**src/verilog/pabmx_consts.vh**
```
// constants for the port a/b alternate pin mux
`ifndef PABMX_CONSTS_VH
`define PABMX_CONSTS_VH
`define PABMX_AW 8
`define PABMX_DW 8
`define PABMX_OFF_PA_LATCH 8'h00
`define PABMX_OFF_PA_DIR 8'h01
`define PABMX_OFF_PA_PINS 8'h02
`define PABMX_OFF_PB_LATCH 8'h03
`define PABMX_OFF_PB_DIR 8'h04
`define PABMX_OFF_PB_PINS 8'h05
`define PABMX_OFF_SFIO 8'h06
`define PABMX_OFF_MUXCTL 8'h07
`define PABMX_OFF_MUXSTAT 8'h08
`define PABMX_RST_BYTE 8'h00
`define PABMX_RD_NONE 8'h00
`define PABMX_SFIO_WMASK 8'h9F
`define PABMX_SFIO_PUD 2
`define PABMX_MUXCTL_WMASK 8'h03
`define PABMX_MUXCTL_XMEN 0
`define PABMX_MUXCTL_PB7_T1 1
`define PABMX_ST_ADA 0
`define PABMX_ST_XMEN 1
`define PABMX_ST_SPI_EN 2
`define PABMX_ST_SPI_MSTR 3
`define PABMX_ST_COMPAT 4
`define PABMX_PB_SS 0
`define PABMX_PB_SCK 1
`define PABMX_PB_MOSI 2
`define PABMX_PB_MISO 3
`define PABMX_PB_OC0 4
`define PABMX_PB_TIMER1_COMPARE_A_OUT 5
`define PABMX_PB_TIMER1_COMPARE_B_OUT 6
`define PABMX_PB_OC7 7
`define PABMX_ADDR_CYCLES 4'h1
`endif

```
**src/verilog/pabmx_top.v**
```verilog
// port a/b alternate pin mux with register port
//
// Chosen here: the plain strobed port and the address map.
`timescale 1ns/1ps
`include "pabmx_consts.vh"
module pabmx_top
#(
  parameter [3:0] ADDR_CYCLES = `PABMX_ADDR_CYCLES
)
(
  input wire clock, // 20 MHz system clock
  input wire rst, // async reset, active high
  input wire ce, // clock enable, low freezes all state
  input wire [`PABMX_AW-1:0] reg_addr, // register address
  input wire [`PABMX_DW-1:0] reg_wdata, // register write data
  input wire reg_wr, // write strobe
  input wire reg_rd, // read strobe
  output reg [`PABMX_DW-1:0] reg_rdata_q, // read data, cycle after strobe
  input wire [7:0] pa_in, // port a pin levels
  output reg [7:0] pa_out_q, // port a driven levels
  output reg [7:0] pa_oe_q, // port a driver enables
  output reg [7:0] pa_pullup_q, // port a pull-up enables
  input wire [7:0] pb_in, // port b pin levels
  output reg [7:0] pb_out_q, // port b driven levels
  output reg [7:0] pb_oe_q, // port b driver enables
  output reg [7:0] pb_pullup_q, // port b pull-up enables
  input wire xm_start, // external memory access start pulse
  input wire xm_wr, // external memory write phase
  input wire [7:0] xm_addr_lo, // low address byte
  input wire [7:0] xm_wdata, // write data
  output reg [7:0] xm_rdata_q, // read data from port a pins
  output reg xm_addr_active_q, // address-active qualifier
  input wire compat_mode, // legacy compatibility strap
  input wire t2_oc, // timer2 compare output
  input wire t2_oc_en, // timer2 compare output enable
  input wire t1_oc_a, // timer1 compare a output
  input wire t1_oc_a_en, // timer1 compare a enable
  input wire t1_oc_b, // timer1 compare b output
  input wire t1_oc_b_en, // timer1 compare b enable
  input wire t1_oc_c, // timer1 compare c output
  input wire t1_oc_c_en, // timer1 compare c enable
  input wire t0_oc, // timer0 compare output
  input wire t0_oc_en, // timer0 compare enable
  input wire spi_en, // spi enabled
  input wire spi_master, // spi in master mode
  input wire spi_mosi_out, // master data out
  input wire spi_sck_out, // master clock out
  input wire spi_slave_out, // slave data out
  output reg spi_miso_in_q, // master data in
  output reg spi_mosi_in_q, // slave data in
  output reg spi_sck_in_q, // slave clock in
  output reg spi_ss_in_q // slave select in
);

////////////////////////////////////////////////////////////////////////////////
// software registers

  reg [7:0] pa_latch_q;
  reg [7:0] pa_dir_q;
  reg [7:0] pb_latch_q;
  reg [7:0] pb_dir_q;
  reg [7:0] sfio_q;
  reg [7:0] muxctl_q;
  wire global_pullup_disable;
  wire xmen;
  wire ada;
  wire [7:0] muxstat;
  reg [7:0] rd_d;

  assign global_pullup_disable = sfio_q[`PABMX_SFIO_PUD];
  assign xmen = muxctl_q[`PABMX_MUXCTL_XMEN];

  always @(posedge clock or posedge rst)
  begin
    if (rst)
    begin
      pa_latch_q <= `PABMX_RST_BYTE;
      pa_dir_q <= `PABMX_RST_BYTE;
      pb_latch_q <= `PABMX_RST_BYTE;
      pb_dir_q <= `PABMX_RST_BYTE;
      sfio_q <= `PABMX_RST_BYTE;
      muxctl_q <= `PABMX_RST_BYTE;
    end
    else if (ce && reg_wr)
    begin
      if (reg_addr == `PABMX_OFF_PA_LATCH)
      begin
        pa_latch_q <= reg_wdata;
      end
      else if (reg_addr == `PABMX_OFF_PA_DIR)
      begin
        pa_dir_q <= reg_wdata;
      end
      else if (reg_addr == `PABMX_OFF_PB_LATCH)
      begin
        pb_latch_q <= reg_wdata;
      end
      else if (reg_addr == `PABMX_OFF_PB_DIR)
      begin
        pb_dir_q <= reg_wdata;
      end
      else if (reg_addr == `PABMX_OFF_SFIO)
      begin
        // bits 6 and 5 are read-only zero
        sfio_q <= reg_wdata & `PABMX_SFIO_WMASK;
      end
      else if (reg_addr == `PABMX_OFF_MUXCTL)
      begin
        muxctl_q <= reg_wdata & `PABMX_MUXCTL_WMASK;
      end
    end
  end

  assign muxstat = {3'h0, compat_mode, spi_master & spi_en, spi_en, xmen, ada};

  always @*
  begin
    rd_d = `PABMX_RD_NONE;
    if (reg_addr == `PABMX_OFF_PA_LATCH)
    begin
      rd_d = pa_latch_q;
    end
    else if (reg_addr == `PABMX_OFF_PA_DIR)
    begin
      rd_d = pa_dir_q;
    end
    else if (reg_addr == `PABMX_OFF_PA_PINS)
    begin
      rd_d = pa_in;
    end
    else if (reg_addr == `PABMX_OFF_PB_LATCH)
    begin
      rd_d = pb_latch_q;
    end
    else if (reg_addr == `PABMX_OFF_PB_DIR)
    begin
      rd_d = pb_dir_q;
    end
    else if (reg_addr == `PABMX_OFF_PB_PINS)
    begin
      rd_d = pb_in;
    end
    else if (reg_addr == `PABMX_OFF_SFIO)
    begin
      rd_d = sfio_q;
    end
    else if (reg_addr == `PABMX_OFF_MUXCTL)
    begin
      rd_d = muxctl_q;
    end
    else if (reg_addr == `PABMX_OFF_MUXSTAT)
    begin
      rd_d = muxstat;
    end
  end

  // data stand only in the cycle after the strobe, zero elsewhere
  always @(posedge clock or posedge rst)
  begin
    if (rst)
    begin
      reg_rdata_q <= `PABMX_RD_NONE;
    end
    else if (ce)
    begin
      reg_rdata_q <= reg_rd ? rd_d : `PABMX_RD_NONE;
    end
  end

////////////////////////////////////////////////////////////////////////////////
// port a: external memory address/data

  pabmx_xmem_seq #(
    .ADDR_CYCLES(ADDR_CYCLES)
  ) u_xmem_seq (
    .clock(clock),
    .rst(rst),
    .ce(ce),
    .enable(xmen),
    .start(xm_start),
    .active_q(ada)
  );

  wire pa_bus_drive;
  wire [7:0] pa_oe_d;
  wire [7:0] pa_val_d;
  wire [7:0] pa_pu_d;

  assign pa_bus_drive = xm_wr | ada;

  genvar gi;
  generate
    for (gi = 0; gi < 8; gi = gi + 1)
    begin : g_pa
      // pin gi carries address/data bit gi
      pabmx_pin_cell u_cell (
        .dir_bit(pa_dir_q[gi]),
        .latch_bit(pa_latch_q[gi]),
        .global_pullup_disable(global_pullup_disable),
        .pullup_override_enable(xmen),
        .pullup_override_value(~pa_bus_drive & pa_latch_q[gi] & ~global_pullup_disable),
        .direction_override_enable(xmen),
        .direction_override_value(pa_bus_drive),
        .value_override_enable(xmen),
        .value_override_value(ada ? xm_addr_lo[gi] : xm_wdata[gi]),
        .oe(pa_oe_d[gi]),
        .val(pa_val_d[gi]),
        .pull_en(pa_pu_d[gi])
      );
    end
  endgenerate

////////////////////////////////////////////////////////////////////////////////
// port b: timer compare outputs and spi

  wire spi_mst;
  wire spi_slv;
  wire t1c_ok;
  wire pb7_pick_t1;
  wire [7:0] pb_pullup_override_enable;
  wire [7:0] pb_pullup_override_value;
  wire [7:0] pb_direction_override_enable;
  wire [7:0] pb_direction_override_value;
  wire [7:0] pb_value_override_enable;
  wire [7:0] pb_value_override_value;
  wire [7:0] pb_oe_d;
  wire [7:0] pb_val_d;
  wire [7:0] pb_pu_d;

  assign spi_mst = spi_en & spi_master;
  assign spi_slv = spi_en & ~spi_master;
  assign t1c_ok = t1_oc_c_en & ~compat_mode;

  // timer pins never override pull-up or direction: driver needs dir bit one
  assign pb_pullup_override_enable[7:4] = 4'h0;
  assign pb_pullup_override_value[7:4] = 4'h0;
  assign pb_direction_override_enable[7:4] = 4'h0;
  assign pb_direction_override_value[7:4] = 4'h0;

  // when both bit-7 sources are on and compat mode is off, a control bit picks timer1 over timer2
  assign pb7_pick_t1 = t1c_ok & (muxctl_q[`PABMX_MUXCTL_PB7_T1] | ~t2_oc_en);
  assign pb_value_override_enable[`PABMX_PB_OC7] = t2_oc_en | t1c_ok;
  assign pb_value_override_value[`PABMX_PB_OC7] = pb7_pick_t1 ? t1_oc_c : t2_oc;
  assign pb_value_override_enable[`PABMX_PB_TIMER1_COMPARE_B_OUT] = t1_oc_b_en;
  assign pb_value_override_value[`PABMX_PB_TIMER1_COMPARE_B_OUT] = t1_oc_b;
  assign pb_value_override_enable[`PABMX_PB_TIMER1_COMPARE_A_OUT] = t1_oc_a_en;
  assign pb_value_override_value[`PABMX_PB_TIMER1_COMPARE_A_OUT] = t1_oc_a;
  assign pb_value_override_enable[`PABMX_PB_OC0] = t0_oc_en;
  assign pb_value_override_value[`PABMX_PB_OC0] = t0_oc;

  // miso: input as master, dir bit as slave
  assign pb_pullup_override_enable[`PABMX_PB_MISO] = spi_mst;
  assign pb_pullup_override_value[`PABMX_PB_MISO] = pb_latch_q[`PABMX_PB_MISO] & ~global_pullup_disable;
  assign pb_direction_override_enable[`PABMX_PB_MISO] = spi_mst;
  assign pb_direction_override_value[`PABMX_PB_MISO] = 1'b0;
  assign pb_value_override_enable[`PABMX_PB_MISO] = spi_slv;
  assign pb_value_override_value[`PABMX_PB_MISO] = spi_slave_out;

  // mosi, sck and ss are forced to input as slave
  assign pb_pullup_override_enable[`PABMX_PB_MOSI] = spi_slv;
  assign pb_pullup_override_value[`PABMX_PB_MOSI] = pb_latch_q[`PABMX_PB_MOSI] & ~global_pullup_disable;
  assign pb_direction_override_enable[`PABMX_PB_MOSI] = spi_slv;
  assign pb_direction_override_value[`PABMX_PB_MOSI] = 1'b0;
  assign pb_value_override_enable[`PABMX_PB_MOSI] = spi_mst;
  assign pb_value_override_value[`PABMX_PB_MOSI] = spi_mosi_out;

  assign pb_pullup_override_enable[`PABMX_PB_SCK] = spi_slv;
  assign pb_pullup_override_value[`PABMX_PB_SCK] = pb_latch_q[`PABMX_PB_SCK] & ~global_pullup_disable;
  assign pb_direction_override_enable[`PABMX_PB_SCK] = spi_slv;
  assign pb_direction_override_value[`PABMX_PB_SCK] = 1'b0;
  assign pb_value_override_enable[`PABMX_PB_SCK] = spi_mst;
  assign pb_value_override_value[`PABMX_PB_SCK] = spi_sck_out;

  // ss as master stays a plain port pin
  assign pb_pullup_override_enable[`PABMX_PB_SS] = spi_slv;
  assign pb_pullup_override_value[`PABMX_PB_SS] = pb_latch_q[`PABMX_PB_SS] & ~global_pullup_disable;
  assign pb_direction_override_enable[`PABMX_PB_SS] = spi_slv;
  assign pb_direction_override_value[`PABMX_PB_SS] = 1'b0;
  assign pb_value_override_enable[`PABMX_PB_SS] = 1'b0;
  assign pb_value_override_value[`PABMX_PB_SS] = 1'b0;

  generate
    for (gi = 0; gi < 8; gi = gi + 1)
    begin : g_pb
      pabmx_pin_cell u_cell (
        .dir_bit(pb_dir_q[gi]),
        .latch_bit(pb_latch_q[gi]),
        .global_pullup_disable(global_pullup_disable),
        .pullup_override_enable(pb_pullup_override_enable[gi]),
        .pullup_override_value(pb_pullup_override_value[gi]),
        .direction_override_enable(pb_direction_override_enable[gi]),
        .direction_override_value(pb_direction_override_value[gi]),
        .value_override_enable(pb_value_override_enable[gi]),
        .value_override_value(pb_value_override_value[gi]),
        .oe(pb_oe_d[gi]),
        .val(pb_val_d[gi]),
        .pull_en(pb_pu_d[gi])
      );
    end
  endgenerate

////////////////////////////////////////////////////////////////////////////////
// output flops: one cycle from control change to pin

  always @(posedge clock or posedge rst)
  begin
    if (rst)
    begin
      pa_out_q <= `PABMX_RST_BYTE;
      pa_oe_q <= `PABMX_RST_BYTE;
      pa_pullup_q <= `PABMX_RST_BYTE;
      pb_out_q <= `PABMX_RST_BYTE;
      pb_oe_q <= `PABMX_RST_BYTE;
      pb_pullup_q <= `PABMX_RST_BYTE;
      xm_rdata_q <= `PABMX_RST_BYTE;
      xm_addr_active_q <= 1'b0;
    end
    else if (ce)
    begin
      pa_out_q <= pa_val_d;
      pa_oe_q <= pa_oe_d;
      pa_pullup_q <= pa_pu_d;
      pb_out_q <= pb_val_d;
      pb_oe_q <= pb_oe_d;
      pb_pullup_q <= pb_pu_d;
      xm_rdata_q <= pa_in;
      xm_addr_active_q <= ada;
    end
  end

  // spi inputs pass through one flop only; the spi unit adds its own synchroniser
  always @(posedge clock or posedge rst)
  begin
    if (rst)
    begin
      spi_miso_in_q <= 1'b0;
      spi_mosi_in_q <= 1'b0;
      spi_sck_in_q <= 1'b0;
      spi_ss_in_q <= 1'b0;
    end
    else if (ce)
    begin
      spi_miso_in_q <= pb_in[`PABMX_PB_MISO];
      spi_mosi_in_q <= pb_in[`PABMX_PB_MOSI];
      spi_sck_in_q <= pb_in[`PABMX_PB_SCK];
      spi_ss_in_q <= pb_in[`PABMX_PB_SS];
    end
  end

endmodule

```
**src/verilog/pabmx_pin_cell.v**
```verilog
// one pin's override resolution for pull-up, driver enable and level
`timescale 1ns/1ps
module pabmx_pin_cell
(
  input wire dir_bit, // pin direction bit
  input wire latch_bit, // pin output latch bit
  input wire global_pullup_disable, // global pull-up disable
  input wire pullup_override_enable, // pull-up override enable
  input wire pullup_override_value, // pull-up override value
  input wire direction_override_enable, // direction override enable
  input wire direction_override_value, // direction override value
  input wire value_override_enable, // value override enable
  input wire value_override_value, // value override value
  output wire oe, // output driver on
  output wire val, // driven level
  output wire pull_en // pull-up on
);
  assign oe = direction_override_enable ? direction_override_value : dir_bit;
  // level only matters while driving; parked at latch otherwise
  assign val = (value_override_enable && oe) ? value_override_value : latch_bit;
  assign pull_en = pullup_override_enable ? pullup_override_value : (~dir_bit & latch_bit & ~global_pullup_disable);
endmodule

```
**src/verilog/pabmx_xmem_seq.v**
```verilog
// address-phase qualifier for the multiplexed external memory bus
`timescale 1ns/1ps
`include "pabmx_consts.vh"
module pabmx_xmem_seq
#(
  parameter [3:0] ADDR_CYCLES = `PABMX_ADDR_CYCLES
)
(
  input wire clock, // system clock
  input wire rst, // async reset, active high
  input wire ce, // clock enable
  input wire enable, // external memory enabled
  input wire start, // access start pulse
  output reg active_q // address-active qualifier
);
  reg [3:0] cnt_q;
  always @(posedge clock or posedge rst)
  begin
    if (rst)
    begin
      active_q <= 1'b0;
      cnt_q <= 4'h0;
    end
    else if (ce)
    begin
      if (!enable)
      begin
        active_q <= 1'b0;
        cnt_q <= 4'h0;
      end
      else if (start)
      begin
        active_q <= 1'b1;
        cnt_q <= ADDR_CYCLES;
      end
      else if (cnt_q > 4'h1)
      begin
        cnt_q <= cnt_q - 4'h1;
      end
      else
      begin
        active_q <= 1'b0;
        cnt_q <= 4'h0;
      end
    end
  end
endmodule

```
**config.mk**
```make
export PLATFORM = sky130hd
export DESIGN_NAME = pabmx_top
export DESIGN_NICKNAME = d
export VERILOG_FILES = /design/src/verilog/pabmx_top.v /design/src/verilog/pabmx_pin_cell.v /design/src/verilog/pabmx_xmem_seq.v
export VERILOG_INCLUDE_DIRS = /design/src /design/src/verilog
export SDC_FILE = /design/constraint.sdc
export NUM_CORES = 1
export LEC_CHECK = 0
export ABC_AREA = 1
export BUFFER_PORTS_ARGS = -buffer_cell sky130_fd_sc_hd__buf_2
export CELL_PAD_IN_SITES_DETAIL_PLACEMENT = 1
export CELL_PAD_IN_SITES_GLOBAL_PLACEMENT = 1
export CORE_MARGIN = 4
export CORE_UTILIZATION = 42
export CTS_BUF_LIST = sky130_fd_sc_hd__clkbuf_16
export DETAILED_ROUTE_END_ITERATION = 10
export GPL_TIMING_DRIVEN = 1
export HOLD_SLACK_MARGIN = 0.12
export PLACE_DENSITY_LB_ADDON = 0.2
export SYNTH_ARGS = -nofsm -noshare
export SYNTH_HDL_FRONTEND = slang
export SYNTH_SLANG_ARGS = --single-unit
```
**constraint.sdc**
```tcl
create_clock -name clock -period 5.3 [get_ports clock]
set_input_delay 0.265 -clock clock [delete_from_list [all_inputs] [get_ports clock]]
set_output_delay 0.265 -clock clock [all_outputs]
set_load 0.02 [all_outputs]
```
### Word level (Yosys, flattened, before mapping)

Cells that the tools add are included.

| cells by class | value |
|---|---|
| add/subtract/negate cells | 1 |
| magnitude comparators | 1 |
| equality and inequality tests | 9 |
| muxes and demuxes | 64 |
| bitwise logic cells | 85 |
| reductions and logical operators | 24 |

Operators with widths:

| kind | count |
|---|---|
| two-way mux 8 bit | 8 |
| bitwise AND 1 bit | 56 |
| two-way mux 1 bit | 51 |
| == test 8 x 3 -> 1 bit (second input constant) | 4 |
| inverter 1 bit | 26 |
| == test 8 x 2 -> 1 bit (second input constant) | 2 |
| logical AND 1 bit | 16 |
| two-way mux 4 bit | 3 |
| two-way mux 5 bit | 2 |
| == test 8 x 1 -> 1 bit (second input constant) | 1 |
| == test 8 x 4 -> 1 bit (second input constant) | 1 |
| zero test 8 bit | 1 |
| AND reduction 7 bit | 1 |
| AND reduction 6 bit | 1 |
| AND reduction 5 bit | 1 |
| greater-than comparator 4 x 1 -> 1 bit (second input constant) | 1 |
| AND reduction 2 bit | 2 |
| AND reduction 4 bit | 1 |
| subtractor 4 x 1 -> 4 bit (second input constant) | 1 |
| inequality test 3 bit (second input constant) | 1 |
| OR 1 bit | 3 |
| AND reduction 3 bit | 1 |

| storage, ports and cells | value |
|---|---|
| bits in registers | 114 |

### Depth between registers and ports, before layout

Gate-level depths: netlist of run 1.

| depth | value |
|---|---|
| word-level depth | 11 |
| gate-level depth with buffers | 13 |
| depth with buffers taken out | 13 |

### By module

A second synthesis of run 1 with hierarchy kept.

| second synthesis, totals | value |
|---|---|
| cell total of the unflattened synthesis | 905 |
| area, all modules | 6560.0 µm² |

By module, submodules not included:

| module | instances | cells an instance | area an instance (µm²) | seq. area each (µm²) |
|---|---|---|---|---|
| pabmx_top | 1 | 611 | 5123.7 | 2727.6 |
| pabmx_pin_cell | 16 | 16 | 71.3 | 0.0 |
| pabmx_xmem_seq | 1 | 38 | 295.3 | 125.1 |

### Worst setup path before layout of run 1

No wires, ideal clock.

| timing | value |
|---|---|
| kind | input to register |
| start | in reg_addr[7] |
| end | reg pb_dir_q[0] |
| setup time | 124 ps |
| data arrival time | 1228 ps |
| setup slack | 3948 ps |
| stages | 10 |
| path buffers | 1 |
| cell sequence | nor2_1 -> nand2_2 -> inv_2 -> nand2_4 -> inv_6 -> nor3_4 -> nand2_4 -> buf_12 -> nand2_1 -> o21ai_2 |

| on the way | value |
|---|---|
| longest elaborated chain between the ends | 3 |

RTL lines:

| element | line | text |
|---|---|---|
| start, declared | pabmx_top.v:14 | `` input wire [`PABMX_AW-1:0] reg_addr, `` |
| == test 8 x 2 -> 1 bit (no source line) (tied with other cells) | - |  |
| inverter 1 bit (no source line) | - |  |
| AND reduction 5 bit (no source line) * | - |  |
| end signal, assigned | pabmx_top.v:80 | `` pb_dir_q <= `PABMX_RST_BYTE; `` |
| end signal, assigned | pabmx_top.v:100 | `pb_dir_q <= reg_wdata;` |
| end, declared | pabmx_top.v:61 | `reg [7:0] pb_dir_q;` |

Every way passes the cells marked *; elsewhere a longest branch is shown, timed or not.
A chain may end at the register's enable or synchronous reset.

==> results of run 1 <==
-- layer usage --
layer | track usage [%] | wire length (µm) | vias to the layer above
met5 | 0 | 0 | -
met4 | 7.28 | 252 | 0
met3 | 4.79 | 997 | 26
met2 | 40.8 | 8950 | 142
met1 | 35.5 | 8410 | 2571
li1 | - | - | 2461
-- worst min-delay path, stage by stage --
cell     delay [ns]
buf_2          0.13
nand2_1        0.06
nand2_1        0.07
-- what timing repair did --
action,CTS,global route
hold endpoints to repair,61,0
gates resized for setup,0,0
hold buffers,12,0
-- power groups by stage --
stage / Sequential (W) / Combinational (W) / Clock [W]
2_1_floorplan: 0.000966 / 0.0000973 / 0
3_3_place_gp: 0.000942 / 0.000211 / 0
3_5_place_dp: 0.000944 / 0.000217 / 0
4_1_cts: 0.000930 / 0.000226 / 0.00119
5_1_grt: 0.000933 / 0.000248 / 0.00123
6_report: 0.000930 / 0.000224 / 0.00117
-- cell families (layout without fill, tap and decap cells) --
kind of cell               after synthesis  count (layout)  synth area share (%)
buffers and inverters                   85             249                  6.60
DFF                                    114             114                  51.5
and+or+nand+nor                        318             318                  24.4
adders and majority gates                2               2                 0.452
AOI/OAI and AO/OA                      139             139                  16.0
muxes                                    5               5                 0.904
xor gates and xnor gates                 1               1                 0.158
-- placed cells by master, fill, tap and decap left out, types with 4 or more instances in the layout --
cell type | netlist | final
a31oi_1 | 7 | 7
dlygate4sd3_1 | 0 | 12
buf_2 | 4 | 139
o31ai_1 | 6 | 6
nand2_1 | 231 | 231
buf_4 | 1 | 4
dfrtp_1 | 114 | 114
inv_1 | 50 | 51
nand2_4 | 4 | 4
nand2_2 | 7 | 7
bufinv_16 | 0 | 4
clkbuf_16 | 0 | 17
a21oi_1 | 24 | 24
inv_2 | 10 | 10
o21ai_1 | 19 | 19
nand4_1 | 4 | 4
clkinv_2 | 1 | 8
nor2_4 | 5 | 5
mux2i_1 | 5 | 5
o21ai_2 | 27 | 27
o21ai_0 | 41 | 41
nand3_1 | 16 | 16
nor2_1 | 44 | 44
-- final cells by class --
class	count	area (µm²)	area share (%)
clock buffer	17	425	6.01
multi-input combinational	465	2320	32.8
inverter	62	241	3.41
clock inverter	15	174	2.46
tap	172	215	3.04
sequential	114	2850	40.3
timing repair buffer	155	846	12.0
-- state kept, by name (all words and copies together) (netlist names), 2 cells and up --
register,flops
pb_dir_q,8
sfio_q,6
xm_rdata_q,8
u_xmem_seq.cnt_q,4
pb_latch_q,8
pb_oe_q,8
pa_pullup_q,8
reg_rdata_q,8
muxctl_q,2
pb_out_q,8
pa_out_q,8
pa_latch_q,8
pb_pullup_q,8
pa_oe_q,8
pa_dir_q,8
-- through the flow --
step / hold slack [ns] / power, W / worst slack [ns] / cells
after floorplan: 0.382 / 0.00106 / 2.02 / 664
after global placement: 0.394 / 0.00115 / 3.41 / 956
after detailed placement: 0.396 / 0.00116 / 3.33 / 956
after CTS: 0.133 / 0.00235 / 3.46 / 1000
after global routing: 0.155 / 0.00241 / 3.24 / 1000
final: 0.152 / 0.00232 / 3.52 / 1000
-- cells in the mapped netlist (all sizes together) --
master | n | share of area (%)
o21a | 1 | 0.14
o221ai | 1 | 0.16
clkbuf | 10 | 0.68
ha | 2 | 0.45
a31oi | 7 | 0.79
a32o | 3 | 0.54
dfrtp | 114 | 52
nor3 | 2 | 0.38
o211ai | 2 | 0.27
nand4 | 4 | 0.45
or2 | 1 | 0.11
clkinv | 1 | 0.090
a22o | 2 | 0.32
inv | 61 | 4.2
o221a | 3 | 0.61
o311ai | 3 | 0.47
mux2i | 5 | 0.90
a21oi | 24 | 2.2
nand2 | 242 | 17
o21ai | 87 | 9.7
nor2 | 51 | 4.2
xor2 | 1 | 0.16
o31ai | 6 | 0.81
nand3 | 18 | 1.9
buf | 13 | 1.6
-- how the worst min path moves through the flow --
stage / startpoint / endpoint / slack (ns) / cells after the start
global placement: rst / pa_out_q[7]$_DFFE_PP0P_ / 0.39 / 2
detailed placement: rst / pa_out_q[7]$_DFFE_PP0P_ / 0.40 / 2
global route: pa_in[5] / xm_rdata_q[5]$_DFFE_PP0P_ / 0.15 / 3
finish: pa_in[5] / xm_rdata_q[5]$_DFFE_PP0P_ / 0.15 / 3
CTS: pa_in[5] / xm_rdata_q[5]$_DFFE_PP0P_ / 0.13 / 3
floorplan: pb_in[2] / spi_mosi_in_q$_DFFE_PP0P_ / 0.38 / 2
==> run metrics, run 1 <==
status finished, final reports clean; P_leak between 3 and 4 nW; CTS buffer count 17; HP Class in -> reg; Placeable Area 12800 µm²; RR Startpoint u_xmem_seq.active_q$_DFFE_PP0P_; sequential share of the synthesized area slightly above 50%; initial antenna violation count 0; Synth Area per Inst 8.34 µm²; Hold Vio Cnt, Final 0; Total GRT Usage 25.5%; Worst setup SP type primary input; unrepaired setup endpoints after global routing no; Initial Utilization 43.3%; Critical Path AT 2.22 ns; Residual DRC 0; Post-Route Setup TNS 0 ns; Post-CTS Setup Inserts 0; Slew Limit Fails 0; clock network power share between 50% and 60%; CP required between 5 and 6 ns; P_int 0.00175 W; Layout area overhead 27.8%; H-tree lvl count 4; Vias 5200; Net Count, Synth 737; final-report setup violation count 0; number of global-route vias before repair around 5300; post-route clock period utilization about a third; post-DP HPWL around 13000 µm; CP Depth 4; slowest stage cell, crit path buf_4; io pins 140; Cell variety after synth 40; peak supply drop between 300 and 400 µV; CP Max Fanout 64; FMAX 561 MHz; Rows 41; Clock Skew approximately 0.0083 ns; Nets a little under 900; global route overflow 0; IO Port Bufs 139; fillers 1565; cells on worst reg2reg path 6; Pre-Repair DR Iteration Count 5; Vert. Die Dim 123 µm; Final min period between 1.5 and 2 ns; max cap viols 0; clk buf depth 2; CP delay by family, top buffers and inverters; Clock transition at path regs around 0.050 ns; routed len/inst 18.6 µm; crit path to pa_out_q[1]$_DFFE_PP0P_; Crit Path Category in -> async; Logic pwr share 9.6%; cells along the critical path dlygate4sd3_1 > buf_2 > inv_4 > buf_4; Finished Core Util 55.4%; routability cong. around 0.84; sequential power share 40.1%; max incr delay on CP 0.75 ns; TritonCTS clock tree done; Syn Inst Count 664; Post-Route WL 18600 µm; clk_lat worst skew 0.41 ns; placed standard-cell area 6350 µm²; synthesized area 5540 µm²; reg2reg end pa_out_q[1]$_DFFE_PP0P_; CTS Root Cell clkbuf_16; Starting DRT DRC Count 380; antenna-violating nets left 0; FF+latch count, synth 114; ANT cells 0; setup slack, reg-to-reg ~3.7 ns; CP startpoint rst; clock sink count 114; Slew headroom 45.1%; PwrDens approximately 330 nW/µm²; Die W 123 µm; Vias/cell 5.20; share of cells above drive strength 1 between 20% and 30%; die area ~15000 µm²; Ys Warns 0; P_sw 0.000568 W; global-route wire length before repair a little under 30000 µm; final instance area 7070 µm²; Slew @ Worst Pin 0.823 ns; crit end category async pin; pin count of the biggest net entering global routing 72; switching share of power 24.5%; Buf/Inv on CP 4
(Power assumes the default switching activity.)
==> inputs of run 2 (changes only) <==
--- a/config.mk
+++ b/config.mk
@@ -11,7 +11,7 @@
 export CELL_PAD_IN_SITES_DETAIL_PLACEMENT = 1
 export CELL_PAD_IN_SITES_GLOBAL_PLACEMENT = 1
 export CORE_MARGIN = 4
-export CORE_UTILIZATION = 42
+export CORE_UTILIZATION = 39
 export CTS_BUF_LIST = sky130_fd_sc_hd__clkbuf_16
 export DETAILED_ROUTE_END_ITERATION = 10
 export GPL_TIMING_DRIVEN = 1
==> constraint.sdc (replaced) <==
create_clock -name clock -period 1.7 [get_ports clock]
set_input_delay 0.085 -clock clock [delete_from_list [all_inputs] [get_ports clock]]
set_output_delay 0.085 -clock clock [all_outputs]
set_load 0.02 [all_outputs]
==> run metrics, run 2 (same netlist as run 1, synthesis figures left out) <==
fillers 1713; initial antenna violation count 1; Hold Crit Depth 3; CTS buffer count 17; final instance area about 7500 µm²; io pins 140; CP Max Fanout 5; GRT met2 Usage 43.9%; Clock Skew 0.00953 ns; clk buf depth 2; IO Port Bufs ~140; routed len/inst between 15 and 20 µm; share of cells above drive strength 1 27.8%; Vias/cell 5.23; Slew Limit Fails 0; post-route clock period utilization between 90% and 100%; number of global-route vias before repair 5931; Worst setup SP type flop; CP required 2.00 ns; FMAX 606 MHz; Die W between 100 and 150 µm; max cap viols 0; global route overflow 0; PwrDens 957 nW/µm²; Post-Route WL 20600 µm; Nets 933; status finished, final reports clean; Rows 43; Final min period 1.65 ns; placed standard-cell area 6440 µm²; antenna-violating nets left 0; CTS Root Cell clkbuf_16; GRT Max-Usage Layer met2; Critical Path AT 1.95 ns; post-DP HPWL 14400 µm; Placeable Area 13900 µm²; clk_lat worst skew 0.42 ns; leading cell type in the layout, fill and taps excluded nand2_1; hold path start reg_wdata[4]; Layout area overhead 35.9%; pin count of the biggest net entering global routing 115; Slew @ Worst Pin 0.610 ns; Vert. Die Dim around 130 µm; commonest non-fill, non-tap cells in the layout nand2_1 (231), buf_2 (139), dfrtp_1 (114); Total GRT Usage about a quarter; met1 usage 34.3%; Pre-Repair DR Iteration Count 4; Clock transition at path regs 0.05 ns; Starting DRT DRC Count 413; H-tree lvl count 4; die area roughly 16000 µm²; Crit Path Category reg -> reg; Slew headroom 59.3%; HP Class in -> reg; unrepaired setup endpoints after global routing no; setup slack, reg-to-reg 0.05 ns; TritonCTS clock tree done; final-report setup violation count 0; P_leak around 3.9 nW; clock sink count 114; RR Startpoint u_xmem_seq.active_q$_DFFE_PP0P_; Hold Vio Cnt, Final 0; Post-Route Setup TNS 0 ns; routability cong. 0.951; Residual DRC 0; crit end category flop; Initial Utilization 39.9%; GRT met3 Usage 5.02%; peak supply drop 560 µV; WHS Endpoint pa_dir_q[4]$_DFFE_PP0P_; global-route wire length before repair 32800 µm; cells on worst reg2reg path 5; reg2reg end pa_out_q[7]$_DFFE_PP0P_; Post-CTS Setup Inserts 0; Vias ~5500
-- run 2: report_power, final --
part | total [W] | leakage (nW) | switching (W) | internal [W]
clock network | 0.00351 | 0.287 | 0.00125 | 0.00226
registers | 0.00290 | 1.55 | 0.0000798 | 0.00282
logic | 0.000794 | 2.09 | 0.000497 | 0.000297
total | 0.00720 | 3.93 | 0.00182 | 0.00538
-- run 2: worst max-delay path by stage --
stage                                         start                    endpoint  slack, ns
detailed placement                      reg_addr[3]     pa_dir_q[7]$_DFFE_PP0P_       0.20
global placement                        reg_addr[7]  reg_rdata_q[4]$_DFFE_PP0P_       0.23
floorplan                                       rst     muxctl_q[0]$_DFFE_PP0P_       0.23
CTS                 u_xmem_seq.active_q$_DFFE_PP0P_     pa_out_q[7]$_DFFE_PP0P_       0.05
global route        u_xmem_seq.active_q$_DFFE_PP0P_     pa_out_q[7]$_DFFE_PP0P_      0.005
finish              u_xmem_seq.active_q$_DFFE_PP0P_     pa_out_q[7]$_DFFE_PP0P_       0.05
-- run 2: stage by stage --
stage                     utilization [%]  std cells  setup WS [ns]  hold WS, ns  power (W)
after floorplan                         -        664          0.230        0.202    0.00332
after global placement               46.4        971          0.228        0.317    0.00362
after detailed placement             46.4        971          0.197        0.319    0.00365
after CTS                            54.2       1053         0.0500        0.125    0.00725
after global routing                 54.2       1054        0.00497        0.139    0.00747
final                                54.2       1054         0.0495        0.126    0.00720
-- run 2: final cells by class --
type	count	area, µm²	share of cell area, %
Sequential cell	114	2850	37.9
Multi-Input combinational cell	465	2320	30.8
Timing Repair Buffer	200	1300	17.3
Clock buffer	17	425	5.66
Inverter	62	243	3.23
Tap cell	180	225	2.99
Clock inverter	15	151	2.01
Antenna cell	1	2.50	0.0333
-- run 2: what timing repair did --
item | 4_1_cts | 5_1_grt
hold buffers | 50 | 0
gates resized for setup | 0 | 1
setup endpoints to repair | 0 | 1
endpoints found under the hold margin | 176 | 0
-- run 2: routing by layer --
layer / share of wire [%] / vias to the layer above
met5: 0 / -
met4: 2.2 / 0
met3: 4.7 / 31
met2: 49 / 174
met1: 44 / 2752
li1: - / 2560
-- run 2: worst max-delay path, cell delays in order (launching register included) --
cell	delay, ns
dfrtp_1	0.52
mux2i_1	0.26
dlygate4sd3_1	0.56
o21ai_0	0.08
nand2_1	0.07
nand2_1	0.05
==> inputs of run 3 (changes only) <==
--- a/config.mk
+++ b/config.mk
@@ -16,6 +16,7 @@
 export DETAILED_ROUTE_END_ITERATION = 10
 export GPL_TIMING_DRIVEN = 1
 export HOLD_SLACK_MARGIN = 0.12
+export MAX_ROUTING_LAYER = met4
 export PLACE_DENSITY_LB_ADDON = 0.2
 export SYNTH_ARGS = -nofsm -noshare
 export SYNTH_HDL_FRONTEND = slang
==> run metrics, run 3 (same netlist as run 1, synthesis figures left out) <==
status finished, final reports clean; antenna-violating nets left 0; P_sw 0.00178 W; die area 16200 µm²; crit end category flop; Vert. Die Dim approximately 130 µm; Starting DRT DRC Count 475; post-DP HPWL 14400 µm; routability cong. 0.956; CP required 2.04 ns; global route overflow 0; PwrDens between 900 and 1000 nW/µm²; Worst setup SP type flop; Placeable Area 13900 µm²; placed standard-cell area 6430 µm²; commonest non-fill, non-tap cells in the layout nand2_1 (231), buf_2 (139), dfrtp_1 (114); TritonCTS clock tree done; Crit Path Category reg -> reg; final-report setup violation count 0; Hold Crit Depth 5; max cap viols 0; hold path start reg_rd; global-route wire length before repair ~32000 µm; final instance area approximately 7400 µm²; post-route clock period utilization 93.2%; CP Max Fanout 4; cells on worst reg2reg path 7; WHS Endpoint reg_rdata_q[0]$_DFFE_PP0P_; routed len/inst 19.2 µm; Vias 5479; clk_lat worst skew 0.42 ns; Vias/cell approximately 5.2; Critical Path AT between 1.5 and 2 ns; CTS buffer count 17; Logic pwr share a little under an eighth; leading cell type in the layout, fill and taps excluded nand2_1; Residual DRC 0; setup slack, reg-to-reg 0.12 ns; met3 wire len 1040 µm; clock sink count about 110; Finished Core Util 53.4%; Hold Vio Cnt, Final 0; switching share of power 26.1%; Post-Route WL just over 20000 µm; ANT cells 0; Post-Route Setup TNS 0 ns; IO Port Bufs about 140; Clock transition at path regs 0.05 ns; io pins 140; Layout area overhead 33.9%; Slew headroom 58.3%; met1 WL 8830 µm; Place WS 0.181 ns; share of cells above drive strength 1 a little over a quarter; peak supply drop 576 µV; reg2reg end pb_out_q[7]$_DFFE_PP0P_; Slew Limit Fails 0; pin count of the biggest net entering global routing 115; number of global-route vias before repair 5822; Total GRT Usage 26.4%; initial antenna violation count 0; Die W 127 µm; P_int about 0.0050 W; Post-CTS Setup Inserts 0; Slew @ Worst Pin approximately 0.63 ns; CTS Root Cell clkbuf_16; Clock Skew about 0.0085 ns; H-tree lvl count 4; clk buf depth 2; Final min period 1.58 ns; unrepaired setup endpoints after global routing no; clock network power share 46.0%; Pre-Repair DR Iteration Count 5; HP Class in -> reg; FMAX 631 MHz; Initial Utilization 39.9%; wire length on met2 a little under 10000 µm; P_leak 3.89 nW; RR Startpoint pb_dir_q[7]$_DFFE_PP0P_; Nets 929; Top Metal Used met4; Rows between 40 and 50; Setup WS post-layout 0.116 ns; sequential power share 42.5%
[run 3: worst max path at each step]
stage,start,end,slack [ns],cells past startpoint
2_1_floorplan,rst,muxctl_q[0]$_DFFE_PP0P_,0.23,1
4_1_cts,pb_dir_q[7]$_DFFE_PP0P_,pb_out_q[7]$_DFFE_PP0P_,0.06,7
5_1_grt,pb_dir_q[7]$_DFFE_PP0P_,pb_out_q[7]$_DFFE_PP0P_,0.006,7
3_3_place_gp,reg_addr[7],reg_rdata_q[4]$_DFFE_PP0P_,0.22,12
3_5_place_dp,reg_addr[3],pa_dir_q[2]$_DFFE_PP0P_,0.18,9
6_report,pb_dir_q[7]$_DFFE_PP0P_,pb_out_q[7]$_DFFE_PP0P_,0.12,7
[run 3: worst max-delay path, cell delays in order, from the launching register on]
cell	delay, ns
dfrtp_1	0.37
inv_2	0.10
nor2_1	0.12
inv_1	0.06
a21oi_1	0.10
o21ai_0	0.08
dlygate4sd3_1	0.56
a21oi_1	0.12
[run 3: per-layer routing]
metal	vias up	GRT usage [%]
li1	2548	-
met1	2710	34.2
met2	184	41.7
met3	37	5.18
met4	0	9.09
met5	-	-
[run 3: metrics by stage]
stage / std cells / total power [W] / hold slack [ns]
final: 1047 / 0.00683 / 0.135
after detailed placement: 970 / 0.00365 / 0.324
after global placement: 970 / 0.00362 / 0.318
after floorplan: 664 / 0.00332 / 0.202
after CTS: 1047 / 0.00686 / 0.121
after global routing: 1047 / 0.00711 / 0.144
[run 3: what timing repair did]
item	4_1_cts	5_1_grt
resized for setup	0	1
hold buffers	47	0
endpoints found under the hold margin	179	0
setup endpoints to repair	0	1
[run 3: layout make-up]
type / instances / area, µm²
Clock buffer: 17 / 425
Clock inverter: 13 / 82.6
Fill cell: 1713 / 6470
Inverter: 62 / 243
Multi-Input combinational cell: 465 / 2320
Sequential cell: 114 / 2850
Tap cell: 180 / 225
Timing Repair Buffer: 196 / 1270
[run 3: power by group through the flow]
| stage | registers [W] | logic [W] | clock network [W] |
|---|---|---|---|
| CTS | 0.00290 | 0.000785 | 0.00317 |
| global placement | 0.00294 | 0.000681 | 0 |
| global route | 0.00291 | 0.000859 | 0.00333 |
| floorplan | 0.00301 | 0.000304 | 0 |
| detailed placement | 0.00294 | 0.000702 | 0 |
| finish | 0.00290 | 0.000786 | 0.00314 |
